--- src/pkg/mram_spi_map.svh ---
`ifndef MRAM_SPI_MAP_SVH
`define MRAM_SPI_MAP_SVH

// ----------------------------------------------------------------
// status register layout and reset value
// ----------------------------------------------------------------
`define ST_LOCK_BIT      7
`define ST_BP_HI_BIT     3
`define ST_BP_LO_BIT     2
`define ST_WLATCH_BIT    1
`define ST_RESET         8'h00

// ----------------------------------------------------------------
// geometry and timing
// ----------------------------------------------------------------
`define MEM_ADDR_W       17
`define ADDR_BYTES       2'h3
`define FIFO_DEPTH       8
`define CLK_MHZ          50
`define SLEEP_ENTRY_NS   3000
`define WAKE_DELAY_NS    400
// least times, rounded up to whole clock cycles
`define SLEEP_ENTRY_CYC  ((`SLEEP_ENTRY_NS * `CLK_MHZ + 999) / 1000)
`define WAKE_DELAY_CYC   ((`WAKE_DELAY_NS * `CLK_MHZ + 999) / 1000)

`endif

--- src/pkg/mram_spi_pkg.sv ---
package mram_spi_pkg;

  // command opcodes
  typedef enum logic [7:0] {
    OP_STATUS_WRITE = 8'h01,
    OP_WRITE        = 8'h02,
    OP_READ         = 8'h03,
    OP_CLR_LATCH    = 8'h04,
    OP_STATUS_READ  = 8'h05,
    OP_SET_LATCH    = 8'h06,
    OP_WAKE         = 8'hab,
    OP_SLEEP        = 8'hb9
  } opcode_t;

  // command frame states, one-hot
  typedef enum logic [7:0] {
    ST_IDLE   = 8'h01,
    ST_OPCODE = 8'h02,
    ST_ADDR   = 8'h04,
    ST_RDATA  = 8'h08,
    ST_WDATA  = 8'h10,
    ST_SRD    = 8'h20,
    ST_SWR    = 8'h40,
    ST_IGNORE = 8'h80
  } frame_state_t;

endpackage : mram_spi_pkg

--- src/core/pin_sync.sv ---
`timescale 1ns/1ps

// two-stage synchroniser for pins that arrive from outside clk
module pin_sync #(
  parameter int           W       = 1,
  parameter logic [W-1:0] RST_VAL = '0
) (
  input  wire logic         clk,
  input  wire logic         rst,
  input  wire logic         ce,
  input  wire logic [W-1:0] pin_in,
  output logic      [W-1:0] sync_out
);

  logic [W-1:0] meta_q;

  // first stage feeds only the second stage; reset to idle levels so no false edge follows
  always_ff @(posedge clk) begin
    if (rst) begin
      meta_q   <= RST_VAL;
      sync_out <= RST_VAL;
    end else if (ce) begin
      meta_q   <= pin_in;
      sync_out <= meta_q;
    end
  end

endmodule : pin_sync

--- src/core/word_fifo.sv ---
`timescale 1ns/1ps

// flop-based fifo with valid/ready on both sides
module word_fifo #(
  parameter int W     = 25,
  parameter int DEPTH = 8
) (
  input  wire logic         clk,
  input  wire logic         rst,
  input  wire logic         ce,
  input  wire logic         in_valid,
  output logic              in_ready,
  input  wire logic [W-1:0] in_data,
  output logic              out_valid,
  input  wire logic         out_ready,
  output logic      [W-1:0] out_data
);

  localparam int AW = (DEPTH > 1) ? $clog2(DEPTH) : 1;

  logic [W-1:0] mem_q [DEPTH];
  logic [AW-1:0] wr_ptr_q;
  logic [AW-1:0] rd_ptr_q;
  logic [AW:0]   count_q;
  logic          push;
  logic          pop;

  function automatic logic [AW-1:0] bump(input logic [AW-1:0] p);
    bump = (p == AW'(DEPTH - 1)) ? '0 : p + 1'b1;
  endfunction : bump

  // full and empty follow the occupancy count exactly
  assign in_ready  = (count_q != (AW+1)'(DEPTH));
  assign out_valid = (count_q != '0);
  assign out_data  = mem_q[rd_ptr_q];
  assign push      = ce & in_valid & in_ready;
  assign pop       = ce & out_valid & out_ready;

  // storage
  always_ff @(posedge clk) begin
    if (push) begin
      mem_q[wr_ptr_q] <= in_data;
    end
  end

  // pointers and count
  always_ff @(posedge clk) begin
    if (rst) begin
      wr_ptr_q <= '0;
      rd_ptr_q <= '0;
      count_q  <= '0;
    end else begin
      if (push) wr_ptr_q <= bump(wr_ptr_q);
      if (pop)  rd_ptr_q <= bump(rd_ptr_q);
      if (push && !pop) count_q <= count_q + 1'b1;
      else if (pop && !push) count_q <= count_q - 1'b1;
    end
  end

endmodule : word_fifo

--- src/core/serial_mram_spi_command_slave.sv ---
`timescale 1ns/1ps
`include "mram_spi_map.svh"

// Summary of operation
// - at select falling, clock level low picks mode 0, high picks mode 3
// - input sampled on rising clock, output changes on falling clock
// - first byte is opcode; one command per select low period
// - opcode 06h sets the write latch, status bit 1
// - opcode 04h clears the write latch when the command completes
// - write latch is clear after power-up reset
// - status or memory writes need the latch set beforehand
// - opcode 05h returns the status byte, allowed at any time except while asleep or during the wake delay
// - bit 7 lock flag, bits 3:2 block protect, bit 1 write latch
// - all status bits reset to zero
// - status writable if latch set and lock clear or protect pin high
// - protect bits 00 none, 01 upper quarter, 10 upper half, 11 all
// - protect pin high: protect bits alone rule and may be rewritten
// - protect pin low with lock set: protect bits frozen
// - opcode 01h with one data byte replaces the status register except the write latch bit 1
// - opcode 03h, 24-bit address, bits 16:0 used, sequential read out
// - read address wraps from top of memory to zero
// - opcode 02h, 24-bit address, sequential writes wrapping to zero
// - writes complete at full rate, no busy period
// - opcode b9h enters sleep, low standby after entry delay
// - opcode abh wakes after the wake delay
// - serial output driven only while returning data, else released
// - hold low pauses operation, clock and select edges ignored
module serial_mram_spi_command_slave #(
  parameter int ADDR_W     = `MEM_ADDR_W,
  parameter int FIFO_DEPTH = `FIFO_DEPTH
) (
  input  wire logic              clk,
  input  wire logic              rst,
  input  wire logic              ce,
  input  wire logic              cs_n_pin,
  input  wire logic              sck_pin,
  input  wire logic              si_pin,
  input  wire logic              wp_n_pin,
  input  wire logic              hold_n_pin,
  output logic                   so_out,
  output logic                   so_oe,
  output logic                   mem_wr_valid,
  input  wire logic              mem_wr_ready,
  output logic      [ADDR_W-1:0] mem_wr_addr,
  output logic      [7:0]        mem_wr_data,
  output logic                   mem_rd_req,
  output logic      [ADDR_W-1:0] mem_rd_addr,
  input  wire logic              mem_rd_valid,
  input  wire logic [7:0]        mem_rd_data,
  output logic      [7:0]        status_out,
  output logic                   spi_mode3,
  output logic                   regulators_off,
  output logic                   standby_low,
  output logic                   wr_dropped
);

  // ----------------------------------------------------------------
  // constants
  // ----------------------------------------------------------------
  localparam int            WW        = ADDR_W + 8;
  localparam int            SLEEP_CYC = (`SLEEP_ENTRY_CYC < 1) ? 1 : `SLEEP_ENTRY_CYC;
  localparam int            WAKE_CYC  = (`WAKE_DELAY_CYC < 1) ? 1 : `WAKE_DELAY_CYC;
  localparam logic [15:0]   SLEEP_LD  = 16'(SLEEP_CYC);
  localparam logic [15:0]   WAKE_LD   = 16'(WAKE_CYC);

  // ----------------------------------------------------------------
  // pin synchronisers and edge detection
  // ----------------------------------------------------------------
  logic [4:0] pins_s;
  logic       cs_n_s;
  logic       sck_s;
  logic       si_s;
  logic       wp_n_s;
  logic       hold_n_s;
  logic       sck_prev_q;
  logic       cs_prev_q;
  logic       sck_rise;
  logic       sck_fall;
  logic       cs_fall;
  logic       cs_rise;

  pin_sync #(
    .W       (5),
    .RST_VAL (5'h13) // idle: select high, clock low, data low, wp and hold high
  ) u_pin_sync (
    .clk      (clk),
    .rst      (rst),
    .ce       (ce),
    .pin_in   ({cs_n_pin, sck_pin, si_pin, wp_n_pin, hold_n_pin}),
    .sync_out (pins_s)
  );

  assign {cs_n_s, sck_s, si_s, wp_n_s, hold_n_s} = pins_s;

  // previous levels track even during hold, so release makes no phantom edge
  always_ff @(posedge clk) begin
    if (rst) begin
      sck_prev_q <= 1'b0;
      cs_prev_q  <= 1'b1;
    end else if (ce) begin
      sck_prev_q <= sck_s;
      cs_prev_q  <= cs_n_s;
    end
  end

  // edges only count while hold is released
  assign cs_fall  = ce & hold_n_s & cs_prev_q & ~cs_n_s;
  assign cs_rise  = ce & hold_n_s & ~cs_prev_q & cs_n_s;
  assign sck_rise = ce & hold_n_s & ~cs_n_s & ~cs_prev_q & ~sck_prev_q & sck_s;
  assign sck_fall = ce & hold_n_s & ~cs_n_s & ~cs_prev_q & sck_prev_q & ~sck_s;

  // ----------------------------------------------------------------
  // protection decode
  // ----------------------------------------------------------------
  logic [7:0] status_q;
  logic       wlatch;
  logic       status_writable;

  // region selected by the two protect bits
  function automatic logic addr_protected(input logic [ADDR_W-1:0] a,
                                          input logic [1:0]        bp);
    case (bp)
      2'h0:    addr_protected = 1'b0;
      2'h1:    addr_protected = &a[ADDR_W-1 -: 2];
      2'h2:    addr_protected = a[ADDR_W-1];
      default: addr_protected = 1'b1;
    endcase
  endfunction : addr_protected

  assign wlatch = status_q[`ST_WLATCH_BIT];
  // lock flag with protect pin low blocks status writes; the latch commands still change bit 1
  assign status_writable = wlatch & (~status_q[`ST_LOCK_BIT] | wp_n_s);

  // ----------------------------------------------------------------
  // command frame
  // ----------------------------------------------------------------
  mram_spi_pkg::frame_state_t state_q;
  mram_spi_pkg::opcode_t      pend_op_q;
  logic                       pend_v_q;
  logic                       is_read_q;
  logic [2:0]                 bit_cnt_q;
  logic [6:0]                 shift_q;
  logic [1:0]                 addr_cnt_q;
  logic [ADDR_W-1:0]          addr_q;
  logic                       asleep_q;
  logic                       waking_q;
  logic [7:0]                 rx_byte;
  logic                       byte_done;
  logic                       addr_done;
  logic                       status_wr_ev;
  logic                       wr_byte_ev;
  logic                       rd_load_ev;

  assign rx_byte   = {shift_q, si_s};
  assign byte_done = sck_rise & (bit_cnt_q == 3'h7);
  assign addr_done = byte_done & (state_q == mram_spi_pkg::ST_ADDR) &
                     (addr_cnt_q == `ADDR_BYTES - 2'h1);

  // bit counter and input shifter run on every rising clock of the frame
  always_ff @(posedge clk) begin
    if (rst) begin
      bit_cnt_q <= 3'h0;
      shift_q   <= 7'h00;
    end else if (cs_fall) begin
      bit_cnt_q <= 3'h0;
    end else if (sck_rise) begin
      bit_cnt_q <= bit_cnt_q + 3'h1;
      shift_q   <= rx_byte[6:0];
    end
  end

  // clock level at select falling picks the mode
  always_ff @(posedge clk) begin
    if (rst) begin
      spi_mode3 <= 1'b0;
    end else if (cs_fall) begin
      spi_mode3 <= sck_s;
    end
  end

  // frame sequencer: opcode, address, data phases
  always_ff @(posedge clk) begin
    if (rst) begin
      state_q    <= mram_spi_pkg::ST_IDLE;
      pend_op_q  <= mram_spi_pkg::OP_SET_LATCH;
      pend_v_q   <= 1'b0;
      is_read_q  <= 1'b0;
      addr_cnt_q <= 2'h0;
    end else if (cs_rise) begin
      state_q  <= mram_spi_pkg::ST_IDLE;
      pend_v_q <= 1'b0;
    end else if (cs_fall) begin
      // a wake delay in progress keeps the device deaf
      state_q    <= waking_q ? mram_spi_pkg::ST_IGNORE : mram_spi_pkg::ST_OPCODE;
      addr_cnt_q <= 2'h0;
    end else if (byte_done) begin
      case (state_q)
        mram_spi_pkg::ST_OPCODE: begin
          state_q <= mram_spi_pkg::ST_IGNORE;
          if (asleep_q) begin
            // only the wake opcode is heard while asleep
            if (rx_byte == mram_spi_pkg::OP_WAKE) begin
              pend_op_q <= mram_spi_pkg::OP_WAKE;
              pend_v_q  <= 1'b1;
            end
          end else begin
            case (rx_byte)
              mram_spi_pkg::OP_SET_LATCH, mram_spi_pkg::OP_CLR_LATCH,
              mram_spi_pkg::OP_SLEEP: begin
                pend_op_q <= mram_spi_pkg::opcode_t'(rx_byte);
                pend_v_q  <= 1'b1;
              end
              mram_spi_pkg::OP_STATUS_READ:  state_q <= mram_spi_pkg::ST_SRD;
              mram_spi_pkg::OP_STATUS_WRITE: state_q <= mram_spi_pkg::ST_SWR;
              mram_spi_pkg::OP_READ: begin
                state_q   <= mram_spi_pkg::ST_ADDR;
                is_read_q <= 1'b1;
              end
              mram_spi_pkg::OP_WRITE: begin
                state_q   <= mram_spi_pkg::ST_ADDR;
                is_read_q <= 1'b0;
              end
              default: state_q <= mram_spi_pkg::ST_IGNORE;
            endcase
          end
        end
        mram_spi_pkg::ST_ADDR: begin
          addr_cnt_q <= addr_cnt_q + 2'h1;
          if (addr_done) begin
            state_q <= is_read_q ? mram_spi_pkg::ST_RDATA : mram_spi_pkg::ST_WDATA;
          end
        end
        mram_spi_pkg::ST_SWR: state_q <= mram_spi_pkg::ST_IGNORE;
        mram_spi_pkg::ST_IDLE, mram_spi_pkg::ST_RDATA, mram_spi_pkg::ST_WDATA,
        mram_spi_pkg::ST_SRD, mram_spi_pkg::ST_IGNORE: state_q <= state_q;
        default: state_q <= mram_spi_pkg::ST_IGNORE;
      endcase
    end
  end

  // address register: three bytes shift in, upper bits fall off the top
  always_ff @(posedge clk) begin
    if (rst) begin
      addr_q <= '0;
    end else if (byte_done && state_q == mram_spi_pkg::ST_ADDR) begin
      addr_q <= {addr_q[ADDR_W-9:0], rx_byte};
    end else if (wr_byte_ev || rd_load_ev) begin
      addr_q <= addr_q + 1'b1;
    end
  end

  // ----------------------------------------------------------------
  // status register
  // ----------------------------------------------------------------
  assign status_wr_ev = byte_done & (state_q == mram_spi_pkg::ST_SWR) & status_writable;

  // latch commands act only on a clean byte boundary at select rising
  always_ff @(posedge clk) begin
    if (rst) begin
      status_q <= `ST_RESET;
    end else if (cs_rise && pend_v_q && bit_cnt_q == 3'h0) begin
      if (pend_op_q == mram_spi_pkg::OP_SET_LATCH)
        status_q[`ST_WLATCH_BIT] <= 1'b1;
      else if (pend_op_q == mram_spi_pkg::OP_CLR_LATCH)
        status_q[`ST_WLATCH_BIT] <= 1'b0;
    end else if (status_wr_ev) begin
      // the latch bit itself is not taken from the data byte
      status_q <= {rx_byte[7:2], wlatch, rx_byte[0]};
    end
  end

  assign status_out = status_q;

  // ----------------------------------------------------------------
  // read path
  // ----------------------------------------------------------------
  logic [7:0] rd_buf_q;
  logic [7:0] out_sh_q;
  logic       out_live_q;
  logic       out_phase;

  assign out_phase  = (state_q == mram_spi_pkg::ST_SRD) | (state_q == mram_spi_pkg::ST_RDATA);
  assign rd_load_ev = sck_fall & (bit_cnt_q == 3'h0) & (state_q == mram_spi_pkg::ST_RDATA);

  // fetch at address end and after each byte is loaded; memory must answer
  // within half a serial clock, which bounds the usable link rate
  always_ff @(posedge clk) begin
    if (rst) begin
      mem_rd_req  <= 1'b0;
      mem_rd_addr <= '0;
    end else if (ce) begin
      mem_rd_req <= 1'b0;
      if (addr_done && is_read_q) begin
        mem_rd_req  <= 1'b1;
        mem_rd_addr <= {addr_q[ADDR_W-9:0], rx_byte};
      end else if (rd_load_ev) begin
        mem_rd_req  <= 1'b1;
        mem_rd_addr <= addr_q + 1'b1;
      end
    end
  end

  always_ff @(posedge clk) begin
    if (rst) begin
      rd_buf_q <= 8'h00;
    end else if (ce && mem_rd_valid) begin
      rd_buf_q <= mem_rd_data;
    end
  end

  // output shifter: loads on the falling edge at a byte boundary
  always_ff @(posedge clk) begin
    if (rst) begin
      out_sh_q   <= 8'h00;
      out_live_q <= 1'b0;
    end else if (cs_rise || cs_fall) begin
      out_live_q <= 1'b0;
    end else if (sck_fall && out_phase) begin
      if (bit_cnt_q == 3'h0) begin
        // status read repeats the live status byte
        out_sh_q   <= (state_q == mram_spi_pkg::ST_SRD) ? status_q : rd_buf_q;
        out_live_q <= 1'b1;
      end else begin
        out_sh_q <= {out_sh_q[6:0], 1'b0};
      end
    end
  end

  assign so_out = out_sh_q[7];
  assign so_oe  = out_live_q & out_phase & hold_n_s & ~cs_n_s;

  // ----------------------------------------------------------------
  // write path
  // ----------------------------------------------------------------
  logic          wr_allowed;
  logic          stage_v_q;
  logic [WW-1:0] stage_q;
  logic          stage_ready;

  assign wr_allowed = wlatch & ~addr_protected(addr_q, status_q[`ST_BP_HI_BIT:`ST_BP_LO_BIT]);
  assign wr_byte_ev = byte_done & (state_q == mram_spi_pkg::ST_WDATA);

  // refused bytes advance the address but never reach the fifo;
  // the serial side cannot stall, so a byte that finds the stage busy is dropped
  always_ff @(posedge clk) begin
    if (rst) begin
      stage_v_q  <= 1'b0;
      stage_q    <= '0;
      wr_dropped <= 1'b0;
    end else if (ce) begin
      wr_dropped <= 1'b0;
      if (stage_v_q && stage_ready) stage_v_q <= 1'b0;
      if (wr_byte_ev && wr_allowed) begin
        if (!stage_v_q || stage_ready) begin
          stage_v_q <= 1'b1;
          stage_q   <= {addr_q, rx_byte};
        end else begin
          wr_dropped <= 1'b1;
        end
      end
    end
  end

  word_fifo #(
    .W     (WW),
    .DEPTH (FIFO_DEPTH)
  ) u_wr_fifo (
    .clk       (clk),
    .rst       (rst),
    .ce        (ce),
    .in_valid  (stage_v_q),
    .in_ready  (stage_ready),
    .in_data   (stage_q),
    .out_valid (mem_wr_valid),
    .out_ready (mem_wr_ready),
    .out_data  ({mem_wr_addr, mem_wr_data})
  );

  // ----------------------------------------------------------------
  // sleep and wake
  // ----------------------------------------------------------------
  logic [15:0] pwr_cnt_q;

  // regulators drop at once; low standby and wake need the delay to run out
  always_ff @(posedge clk) begin
    if (rst) begin
      asleep_q    <= 1'b0;
      waking_q    <= 1'b0;
      standby_low <= 1'b0;
      pwr_cnt_q   <= 16'h0000;
    end else if (ce) begin
      if (cs_rise && pend_v_q && bit_cnt_q == 3'h0 &&
          pend_op_q == mram_spi_pkg::OP_SLEEP) begin
        asleep_q  <= 1'b1;
        pwr_cnt_q <= SLEEP_LD;
      end else if (cs_rise && pend_v_q && bit_cnt_q == 3'h0 &&
                   pend_op_q == mram_spi_pkg::OP_WAKE) begin
        waking_q    <= 1'b1;
        standby_low <= 1'b0;
        pwr_cnt_q   <= WAKE_LD;
      end else if (pwr_cnt_q != 16'h0000) begin
        pwr_cnt_q <= pwr_cnt_q - 16'h0001;
        if (pwr_cnt_q == 16'h0001) begin
          if (waking_q) begin
            waking_q <= 1'b0;
            asleep_q <= 1'b0;
          end else if (asleep_q) begin
            standby_low <= 1'b1;
          end
        end
      end
    end
  end

  assign regulators_off = asleep_q & ~waking_q;

endmodule : serial_mram_spi_command_slave

--- config.mk ---
export PLATFORM = sky130hd
export DESIGN_NAME = serial_mram_spi_command_slave
export DESIGN_NICKNAME = d
export VERILOG_FILES = /design/src/pkg/mram_spi_pkg.sv /design/src/core/pin_sync.sv /design/src/core/word_fifo.sv /design/src/core/serial_mram_spi_command_slave.sv
export VERILOG_INCLUDE_DIRS = /design/src /design/src/pkg
export SDC_FILE = /design/constraint.sdc
export NUM_CORES = 1
export LEC_CHECK = 0
export BUFFER_PORTS_ARGS = -buffer_cell sky130_fd_sc_hd__buf_2
export CORE_MARGIN = 2
export CORE_UTILIZATION = 44
export CTS_BUF_LIST = sky130_fd_sc_hd__clkbuf_16
export CTS_CLUSTER_DIAMETER = 150
export DETAILED_ROUTE_END_ITERATION = 10
export MAX_ROUTING_LAYER = met4
export PLACE_DENSITY = 0.67
export SYNTH_ARGS = -nofsm -noshare
export SYNTH_HDL_FRONTEND = slang
export SYNTH_SLANG_ARGS = --single-unit
--- constraint.sdc ---
create_clock -name clk -period 3.5 [get_ports clk]
set_input_delay 0.175 -clock clk [delete_from_list [all_inputs] [get_ports clk]]
set_output_delay 0.175 -clock clk [all_outputs]
set_load 0.01 [all_outputs]
==> results by group, run 1 <==
Outcome
  – Status: complete, no violations

Placed design
  – Gp weighted congestion: 0.907
  – PortBufs: 75
  – Post-DP HPWL: 21.1 mm

Critical path
  – WP buf/inv: 2
  – Critical path type: flop to flop
  – Crit end category: flop
  – Worst EP required: 3.95 ns
  – Top delay family on crit path: simple AND/OR/NAND/NOR gates
  – Slowest cell on crit path: dfxtp_1
  – Startpoint Class: flop
  – Worst path max stage delay: 0.36 ns
  – Critical Path AT: 3.23 ns
  – Maximum fanout along the worst path: 8
  – Worst path cell trace: nor3_1 -> nand2_1 -> nand3_1 -> inv_1 -> ha_1 -> inv_1 -> ha_1 -> a21o_1 -> a21oi_1 -> xnor2_1 -> or3_1 -> a21oi_1

STA
  – Final setup violation count: 0
  – Final hold violation count: 0
  – Max-slew headroom: 34.6%
  – Worst Clk Skew: 0.0169 ns
  – Min Tclk post-route: 2.78 ns
  – RSZ-0062 raised after global routing: no
  – Highest clock rate: 360 MHz
  – Tcrit/Tclk final: 79.5%
  – Worst slew pin tran: 0.975 ns
  – Max-slew violations: 0
  – Setup TNS: 0 ns

Die
  – Io pins: 76
  – Row count: 68
  – Initial Util: 44.5%
  – Die Wd: 191 um
  – Die height: 191 um
  – Die ar.: 36,300 um^2
  – Core Area: 34,400 um^2

Logic synthesis
  – Top_reg_cell synth: edfxtp_1
  – Avg Cell Area, Syn: 12.9 um^2
  – Async S/R FF share, synth: 0%
  – FF+latch count, synth: 362
  – Cell variety after synth: 69
  – Register area share after synthesis: 60.4%
  – Cell Area, Synth: 15,300 um^2
  – Ys Warns: 0
  – Syn nets: 1,224
  – Cell count after synthesis: 1,190
  – Post-synth EDFFs: 200

Global routing
  – Vias in the first global route: 9,694
  – Total GRT Usage: 19.5%
  – Initial antenna violation count: 0
  – First-pass GRT wire length: 54.0 mm
  – Met2 usage: 30.2%
  – Global route overflow: 0
  – Largest net degree at the start of global routing: 80
  – GR peak layer: met2
  – Met1 Use GR: 26.7%
  – Grt met3 use: 3.00%

Routing
  – WL final: 33.6 mm
  – Post-route ant nets: 0
  – Vias: 9,758
  – Routed vias/inst: 5.57
  – TritonRoute pass-1 iters: 5
  – Wire length per cell: 19.2 um
  – Iteration-0 DRC Markers: 759
  – DRC: 0

Flow run
  – Max cap viols: 0

Layout
  – Layout cells sized above 1: 19.7%
  – Area Growth Syn to Fin: 14.6%
  – Final core occ: 51.0%
  – Nets: 1,303
  – Antenna diode count: 0

Power and ir drop
  – Leakage power: 6.87 nW
  – Power Dens Cells: 518 nW/um^2
  – Overall power: 9.08 mW
  – VDD IR max: 451 uV

Clock network
  – Maximum clock insertion buffer count: 3
  – Clk root buf: clkbuf_16
  – Clock sink count: 362
  – H-tree depth: 2
  – TritonCTS clock tree: built
  – Worst-Skew Late Latency: 0.53 ns
  – CTS clk-pin slew, worst paths: 0.06 ns
  – Post_cts resized: 0
  – Cts bufs inserted: 37

Hold path
  – Worst hold path class: input pin to flop
synth_stat cells, drive strengths merged (11+ instances only):
library cell | n | area [um^2]
inv | 23 | 86.3
edfxtp | 200 | 6010
nor3 | 23 | 126
dfxtp | 162 | 3240
nor2 | 130 | 495
mux2 | 29 | 327
clkbuf | 54 | 203
xor2 | 11 | 96.3
nor2b | 12 | 75.1
xnor2 | 17 | 149
ha | 15 | 188
o21ai | 12 | 60.1
buf | 26 | 143
mux4 | 50 | 1130
a211o | 27 | 236
nor4 | 20 | 131
mux2i | 66 | 661
a21oi | 62 | 310
nand4 | 12 | 75.1
nand2 | 64 | 240
nand3 | 30 | 150
nand2b | 12 | 75.1
final timing paths:
| path | start | to | slack [ns] | cells past startpoint |
|---|---|---|---|---|
| min reg2reg | rd_buf_q[1] | rd_buf_q[1] | 0.46 | 2 |
| max | u_wr_fifo.count_q[0] | u_wr_fifo.count_q[3] | 0.72 | 12 |
| min | ce | pwr_cnt_q[10] | 0.13 | 3 |
| max reg2reg | u_wr_fifo.count_q[0] | u_wr_fifo.count_q[3] | 0.72 | 12 |
metrics by stage:
step                area (um^2)  cells  setup slack [ns]  hold slack [ns]
global placement          16200   1664             0.840            0.382
global route              17500   1752             0.428            0.141
finish                    17500   1752             0.719            0.134
CTS                       17500   1752             0.686            0.107
floorplan                 15300   1190             0.281            0.293
detailed placement        16200   1664             0.698            0.385
area by class of cell:
cell class,instances,area (um^2)
Clock buffer,38,951
Clock inverter,29,203
Fill cell,2967,16800
Inverter,23,86.3
Multi-Input combinational cell,725,5670
Sequential cell,362,9260
Tap cell,455,569
Timing Repair Buffer,120,806
metal layers:
layer / wire [um] / part of all wire (%)
met5: 0 / 0
met4: 769 / 2.3
met3: 1540 / 4.6
met2: 15700 / 47
met1: 15600 / 46
kinds of logic (layout without fill, tap and decap cells):
logic type,Yosys count,after routing,synth area share (%)
AOI/OAI and AO/OA,164,164,7.37
xor gates and xnor gates,28,28,1.60
adders and majority gates,16,16,1.36
buffers and inverters,103,210,2.82
DFF,362,362,60.4
muxes,145,145,13.8
and+or+nand+nor,372,372,12.6
cell usage in the layout, fill, tap and decap left out, types with 5 or more instances in the layout:
cell type / count
o22ai_1: 5
nand2b_1: 12
dfxtp_1: 159
buf_2: 74
buf_4: 22
nand4b_1: 6
a211o_1: 27
nand4_1: 12
clkbuf_16: 38
or3_1: 5
xor2_1: 11
nor2_1: 126
xnor2_1: 17
or4_1: 7
o21a_1: 5
a211oi_1: 8
nor3b_1: 5
a21oi_1: 62
dlygate4sd3_1: 21
nor3_1: 18
inv_1: 33
a22oi_1: 8
o21ai_0: 12
nor2b_1: 12
nand3_1: 30
ha_1: 15
mux4_2: 50
nand2_1: 64
mux2i_1: 66
edfxtp_1: 200
and2_1: 9
nor4_1: 18
clkinv_1: 7
mux2_2: 29
nand3b_1: 6
nor4b_1: 7
o21bai_1: 5
report_power, final:
group / switching (mW) / internal (mW) / leakage [nW]
clock: 1.61 / 2.13 / 0.602
combinational: 0.412 / 0.308 / 2.62
sequential: 0.0952 / 4.53 / 3.64
total: 2.11 / 6.96 / 6.87
sequential cells by signal, summed over array words and instances, names as in the netlist, 4 cells and up, named ones only:
name                 flops
stage_q                 25
u_wr_fifo.count_q        4
u_pin_sync.sync_out      5
state_q                  8
pwr_cnt_q               16
rd_buf_q                 8
pend_op_q                8
status_out               8
u_wr_fifo.mem_q        200
mem_rd_addr             17
shift_q                  7
u_pin_sync.meta_q        5
addr_q                  17
out_sh_q                 8
tightest hold or removal path: cells and delay by family:
family | cells | cell delay [ns]
simple gates | 1 | 0.13
compound gates | 1 | 0.06
buf+inv | 1 | 0.25
timing repair:
item | 4_1_cts | 5_1_grt
hold endpoints to repair | 13 | 0
buffers inserted | 0 | 0
hold buffers | 21 | 0
endpoints found under the setup margin | 0 | 0
No activity file was read; power rests on OpenSTA's default activity.
==> inputs of run 2 (changes only) <==
==> constraint.sdc (replaced) <==
create_clock -name clk -period 2.5 [get_ports clk]
set_input_delay 0.125 -clock clk [delete_from_list [all_inputs] [get_ports clk]]
set_output_delay 0.125 -clock clk [all_outputs]
set_load 0.01 [all_outputs]
==> run 2 against run 1 <==
Sequential share of layout area fell by 1.9 points. Clock power increased by 46%. Final cell count rose by 3.7%. Non-clock buffer count increased by 61. Worst hold slack got worse by 0.12 ns. Routed wire length grew 4.3%. Largest cell class unchanged. Largest power group unchanged. Highest routed layer unchanged.
==> results by group, run 2 (synthesis results as in run 1) <==
Routing
  – DRC: 0 (unchanged)
  – TritonRoute pass-1 iters: 5 (unchanged)
  – Routed vias/inst: 5.59 (+0.42%)
  – WL final: 35.1 mm (+4.3%)
  – Vias: 10,157 (+4.1%)
  – Wire length per cell: 19.3 um (+0.59%)
  – Iteration-0 DRC Markers: 660 (-13%)
  – Post-route ant nets: 0 (unchanged)

STA
  – Worst slew pin tran: 0.836 ns (-0.139 ns)
  – Worst Clk Skew: 0.0146 ns (-0.00226 ns)
  – Min Tclk post-route: 2.43 ns (-0.354 ns)
  – Final setup violation count: 0 (unchanged)
  – Highest clock rate: 412 MHz (+15%)
  – Tcrit/Tclk final: 97.1% (+18 points)
  – Final hold slack: 0.0177 ns (-0.117 ns)
  – Final hold violation count: 0 (unchanged)
  – Max-slew headroom: 43.9% (+9.3 points)
  – Max-slew violations: 0 (unchanged)

Layout
  – Most flops, register: u_wr_fifo.mem_q
  – Fillers: 2,918 (-1.7%)
  – Commonest non-fill, non-tap cells in the layout: 200 x edfxtp_1, 159 x dfxtp_1, 126 x nor2_1
  – Commonest non-fill, non-tap cell in the layout: edfxtp_1
  – Largest regs: u_wr_fifo.mem_q: 200 flops, stage_q: 25 flops
  – Antenna diode count: 0 (unchanged)
  – Largest register FFs: 200 (unchanged)
  – Layout cells sized above 1: 24.2% (+4.4 points)
  – Area Growth Syn to Fin: 18.9%
  – Nets: 1,365 (+4.8%)
  – Non-filler cells, final: 1,816 (+3.7%)

Critical path
  – Startpoint Class: flop
  – Worst path cell trace: or4_4 -> nand3_2 -> ha_2 -> inv_2 -> ha_1 -> a21o_1 -> a21oi_2 -> xnor2_2 -> or3_1 -> a21oi_1
  – Critical path type: flop to flop
  – Maximum fanout along the worst path: 3 (-5)
  – Slowest cell on crit path: or4_4
  – Worst path max stage delay: 0.53 ns (+0.17 ns)
  – Critical Path AT: 2.89 ns (-0.34 ns)
  – Worst EP required: 2.97 ns (-0.98 ns)
  – Crit end category: flop

Clock network
  – Worst-Skew Late Latency: 0.54 ns (about the same)
  – Cts bufs inserted: 38 (+2.7%)
  – Clk root buf: clkbuf_16
  – H-tree depth: 2 (unchanged)
  – Maximum clock insertion buffer count: 3 (unchanged)
  – CTS clk-pin slew, worst paths: 0.06 ns (about the same)
  – Clock sink count: 362 (unchanged)
  – TritonCTS clock tree: built

Placed design
  – PortBufs: 75 (unchanged)
  – Cells after DPL: 1,717 (+3.2%)
  – Gp weighted congestion: 0.908 (+0.18%)
  – Post-DP HPWL: 22.2 mm (+5.3%)

Die
  – Die ar.: 36,300 um^2 (unchanged)
  – Die height: 191 um (unchanged)
  – Row count: 68 (unchanged)
  – Io pins: 76 (unchanged)
  – Initial Util: 44.5% (unchanged)
  – Core Area: 34,400 um^2 (unchanged)
  – Die Wd: 191 um (unchanged)

Global routing
  – Total GRT Usage: 20.2% (+0.67 points)
  – Global route overflow: 0 (unchanged)
  – Largest net degree at the start of global routing: 72 (-10%)
  – First-pass GRT wire length: 55.8 mm (+3.2%)
  – Initial antenna violation count: 0 (unchanged)
  – Vias in the first global route: 10,324 (+6.5%)

Power and ir drop
  – Leakage power: 7.21 nW (+5.0%)
  – VDD IR max: 821 uV (+82%)
  – Power Dens Cells: 716 nW/um^2 (+38%)

Hold path
  – Worst hold path class: input pin to flop

Outcome
  – Status: complete, no violations

Flow run
  – Max cap viols: 0 (unchanged)
## run 2: critical path, delay by kind of cell (launching register included)
family / cells / cell delay, ns
compound gates: 3 / 0.48
simple gates: 3 / 0.94
buf+inv: 1 / 0.05
flops: 1 / 0.34
fa+ha+maj: 2 / 0.46
xor+xnor: 1 / 0.09
## run 2: timing repair
item / in CTS / in global routing
hold endpoints to repair: 14 / 0
gates resized for setup: 0 / 8
endpoints found under the setup margin: 0 / 4
setup buffers: 0 / 7
hold buffers: 22 / 0
## run 2: report_power, final
part | internal, mW | total, mW | switching [mW]
clock | 3.06 | 5.47 | 2.41
sequential | 6.34 | 6.46 | 0.126
combinational | 0.499 | 1.10 | 0.605
total | 9.90 | 13.0 | 3.14
## run 2: final timing paths
check / from / endpoint / slack, ns / cells past startpoint
setup reg to reg: u_wr_fifo.count_q[0] / u_wr_fifo.count_q[3] / 0.07 / 10
setup / recovery: u_wr_fifo.count_q[0] / u_wr_fifo.count_q[3] / 0.07 / 10
hold reg to reg: out_sh_q[5] / out_sh_q[5] / 0.45 / 2
hold / removal: rst / status_out[7] / 0.02 / 2
## run 2: per-stage QoR
stage | power, mW | TNS, ns | utilization, % | setup WS (ns) | cell area (um^2)
detailed placement | 7.66 | 0 | 48.5 | 0.0130 | 16700
finish | 13.0 | 0 | 53.0 | 0.0734 | 18200
global route | 13.5 | -0.0278 | 53.0 | -0.0278 | 18200
floorplan | 7.37 | -42.62 | - | -0.525 | 15300
CTS | 13.1 | 0 | 52.7 | 0.00376 | 18100
global placement | 7.66 | 0 | 48.5 | 0.0756 | 16700
## run 2: layout make-up
cell class                      count  area [um^2]  share of cell area, %
Timing Repair Buffer              181         1370                   7.51
Inverter                           23         86.3                  0.474
Clock buffer                       40         1000                   5.50
Tap cell                          455          569                   3.13
Multi-Input combinational cell    725         5700                   31.3
Clock inverter                     30          223                   1.22
Sequential cell                   362         9260                   50.8
## run 2: routing by layer
| metal | vias up | share of wire (%) | GRT usage [%] |
|---|---|---|---|
| met2 | 303 | 47 | 32.4 |
| met1 | 5012 | 45 | 26.8 |
| met3 | 82 | 5.2 | 2.85 |
| met5 | - | 0 | - |
| met4 | 0 | 2.5 | 5.90 |
| li1 | 4760 | - | - |
==> inputs of run 3 (changes only) <==
--- a/config.mk
+++ b/config.mk
@@ -6,14 +6,15 @@
 export SDC_FILE = /design/constraint.sdc
 export NUM_CORES = 1
 export LEC_CHECK = 0
-export BUFFER_PORTS_ARGS = -buffer_cell sky130_fd_sc_hd__buf_2
 export CORE_MARGIN = 2
 export CORE_UTILIZATION = 44
 export CTS_BUF_LIST = sky130_fd_sc_hd__clkbuf_16
 export CTS_CLUSTER_DIAMETER = 150
+export CTS_CLUSTER_SIZE = 12
 export DETAILED_ROUTE_END_ITERATION = 10
+export DONT_BUFFER_PORTS = 1
 export MAX_ROUTING_LAYER = met4
-export PLACE_DENSITY = 0.67
+export PLACE_DENSITY = 0.65
 export SYNTH_ARGS = -nofsm -noshare
 export SYNTH_HDL_FRONTEND = slang
 export SYNTH_SLANG_ARGS = --single-unit
==> run 3 against run 2 <==
Power decreased by 5.3%. Global-route usage decreased by 0.29 points. Worst hold slack improved by 0.011 ns. Register-to-register slack improved by 0.02 ns. Sequential share of layout area increased by 0.78 points. Core utilization decreased by 0.80 points.
==> results by group, run 3 (synthesis results as in run 1) <==
Layout
  – Layout cells sized above 1: 18.3% (-5.9 points)
  – Area Growth Syn to Fin: 17.1%
  – Largest regs: u_wr_fifo.mem_q: 200 flops, stage_q: 25 flops
  – Commonest non-fill, non-tap cell in the layout: edfxtp_1
  – Largest register FFs: 200 (unchanged)
  – Nets: 1,313 (-3.8%)
  – Commonest non-fill, non-tap cells in the layout: 200 x edfxtp_1, 159 x dfxtp_1, 126 x nor2_1
  – Antenna diode count: 0 (unchanged)
  – Final core occ: 52.2% (-0.80 points)
  – Most flops, register: u_wr_fifo.mem_q

Hold path
  – Hold Path Depth: 3 (+1)
  – Worst hold path class: input pin to flop

Die
  – Row count: 68 (unchanged)
  – Die ar.: 36,300 um^2 (unchanged)
  – Core Area: 34,400 um^2 (unchanged)
  – Die Wd: 191 um (unchanged)
  – Die height: 191 um (unchanged)
  – Initial Util: 44.5% (unchanged)
  – Io pins: 76 (unchanged)

Global routing
  – Total GRT Usage: 19.9% (-0.29 points)
  – Vias in the first global route: 9,660 (-6.4%)
  – Global route overflow: 0 (unchanged)
  – First-pass GRT wire length: 54.7 mm (-1.9%)
  – Initial antenna violation count: 0 (unchanged)
  – Largest net degree at the start of global routing: 143 (+99%)

Power and ir drop
  – Sequential share of power: 52.4% (+2.8 points)
  – Comb pwr share: 8.7% (+0.2 points)
  – Leakage power: 7.02 nW (-2.7%)
  – Sw power: 2.89 mW (-7.8%)
  – Overall power: 12.3 mW (-5.3%)
  – Power Dens Cells: 689 nW/um^2 (-3.8%)
  – Int Pwr: 9.45 mW (-4.5%)
  – Sw Ratio: 23.4% (-0.64 points)
  – VDD IR max: 473 uV (-42%)
  – Clock power share: 38.8% (-3.2 points)

Placed design
  – Gp weighted congestion: 0.898 (-1.1%)
  – PortBufs: 0 (-100%)
  – Post-DP HPWL: 21.7 mm (-2.0%)

Critical path
  – R2r worst-path depth: 10 (unchanged)
  – Startpoint Class: flop
  – Critical path type: flop to flop
  – Crit end category: flop
  – Worst EP required: 2.95 ns (-0.02 ns)
  – Critical Path AT: 2.86 ns (-0.03 ns)
  – Maximum fanout along the worst path: 5 (+2)

STA
  – Max-slew violations: 0 (unchanged)
  – Setup TNS: 0 ns (unchanged)
  – RSZ-0062 raised after global routing: no
  – Worst Clk Skew: 0.0164 ns (+0.00180 ns)
  – Highest clock rate: 416 MHz (+0.96%)
  – Worst slew pin tran: 0.593 ns (-0.243 ns)
  – Final setup violation count: 0 (unchanged)
  – Min Tclk post-route: 2.40 ns (-0.0230 ns)
  – Final hold violation count: 0 (unchanged)
  – Tcrit/Tclk final: 96.1% (-0.92 points)
  – Final hold slack: 0.0290 ns (+0.0113 ns)
  – Max-slew headroom: 60.1% (+16 points)

Outcome
  – Status: complete, no violations

Routing
  – Iteration-0 DRC Markers: 735 (+11%)
  – WL final: 34.7 mm (-0.92%)
  – DRC: 0 (unchanged)
  – TritonRoute pass-1 iters: 5 (unchanged)
  – Vias: 9,751 (-4.0%)
  – Wire length per cell: 19.8 um (+2.6%)
  – Post-route ant nets: 0 (unchanged)
  – Routed vias/inst: 5.56 (-0.60%)

Clock network
  – TritonCTS clock tree: built
  – Clk root buf: clkbuf_16
  – Cts bufs inserted: 36 (-5.3%)
  – Worst-Skew Late Latency: 0.52 ns (-0.02 ns)
  – Maximum clock insertion buffer count: 3 (unchanged)
  – Clock sink count: 362 (unchanged)
  – H-tree depth: 2 (unchanged)
  – CTS clk-pin slew, worst paths: 0.06 ns (about the same)

Flow run
  – Max cap viols: 0 (unchanged)
-- run 3: metrics by stage --
step / setup slack, ns / instance area, um^2 / std cells
2_1_floorplan: -0.525 / 15300 / 1190
3_3_place_gp: 0.0795 / 16300 / 1643
3_5_place_dp: 0.0214 / 16300 / 1643
4_1_cts: 0.00199 / 17800 / 1752
5_1_grt: 0.00499 / 17900 / 1754
6_report: 0.0964 / 17900 / 1754
-- run 3: per-layer routing --
layer,vias up,GRT usage [%],routed length (um)
met5,-,-,0
met4,0,5.43,765
met3,52,4.25,1890
met2,198,31.6,16500
met1,4851,25.9,15600
li1,4650,-,-
-- run 3: layout make-up --
class / instances / area (um^2)
fill: 2972 / 16400
inverter: 23 / 86.3
sequential: 362 / 9260
tap: 455 / 569
multi-input combinational: 725 / 5740
timing repair buffer: 131 / 1250
clock buffer: 36 / 901
clock inverter: 22 / 124
-- run 3: worst paths after layout --
path	startpoint	end	slack, ns
hold / removal	ce	mem_rd_req	0.03
setup reg to reg	u_wr_fifo.count_q[1]	u_wr_fifo.count_q[3]	0.1
setup / recovery	u_wr_fifo.count_q[1]	u_wr_fifo.count_q[3]	0.1
hold reg to reg	out_sh_q[3]	out_sh_q[3]	0.46
-- run 3: power by group through the flow --
stage	sequential, mW	clock [mW]	combinational (mW)
2_1_floorplan	6.56	0	0.808
3_3_place_gp	6.59	0	0.955
3_5_place_dp	6.59	0	0.959
4_1_cts	6.47	4.91	1.02
5_1_grt	6.49	5.13	1.20
6_report	6.47	4.79	1.08
-- run 3: worst max-delay path, cell delays in order, from the launching register on --
cell and delay, ns:
dfxtp_2 0.35, or4_4 0.49, nand3_2 0.12, ha_4 0.15, inv_2 0.05, ha_1 0.27, a21o_1 0.19, a21oi_2 0.16
xnor2_2 0.09, or3_1 0.33, a21oi_2 0.13
-- run 3: repair_timing --
item | in CTS | in global routing
gates resized for setup | 0 | 17
endpoints found under the setup margin | 0 | 9
setup buffers | 0 | 0
hold buffers | 51 | 2
endpoints found under the hold margin | 150 | 85
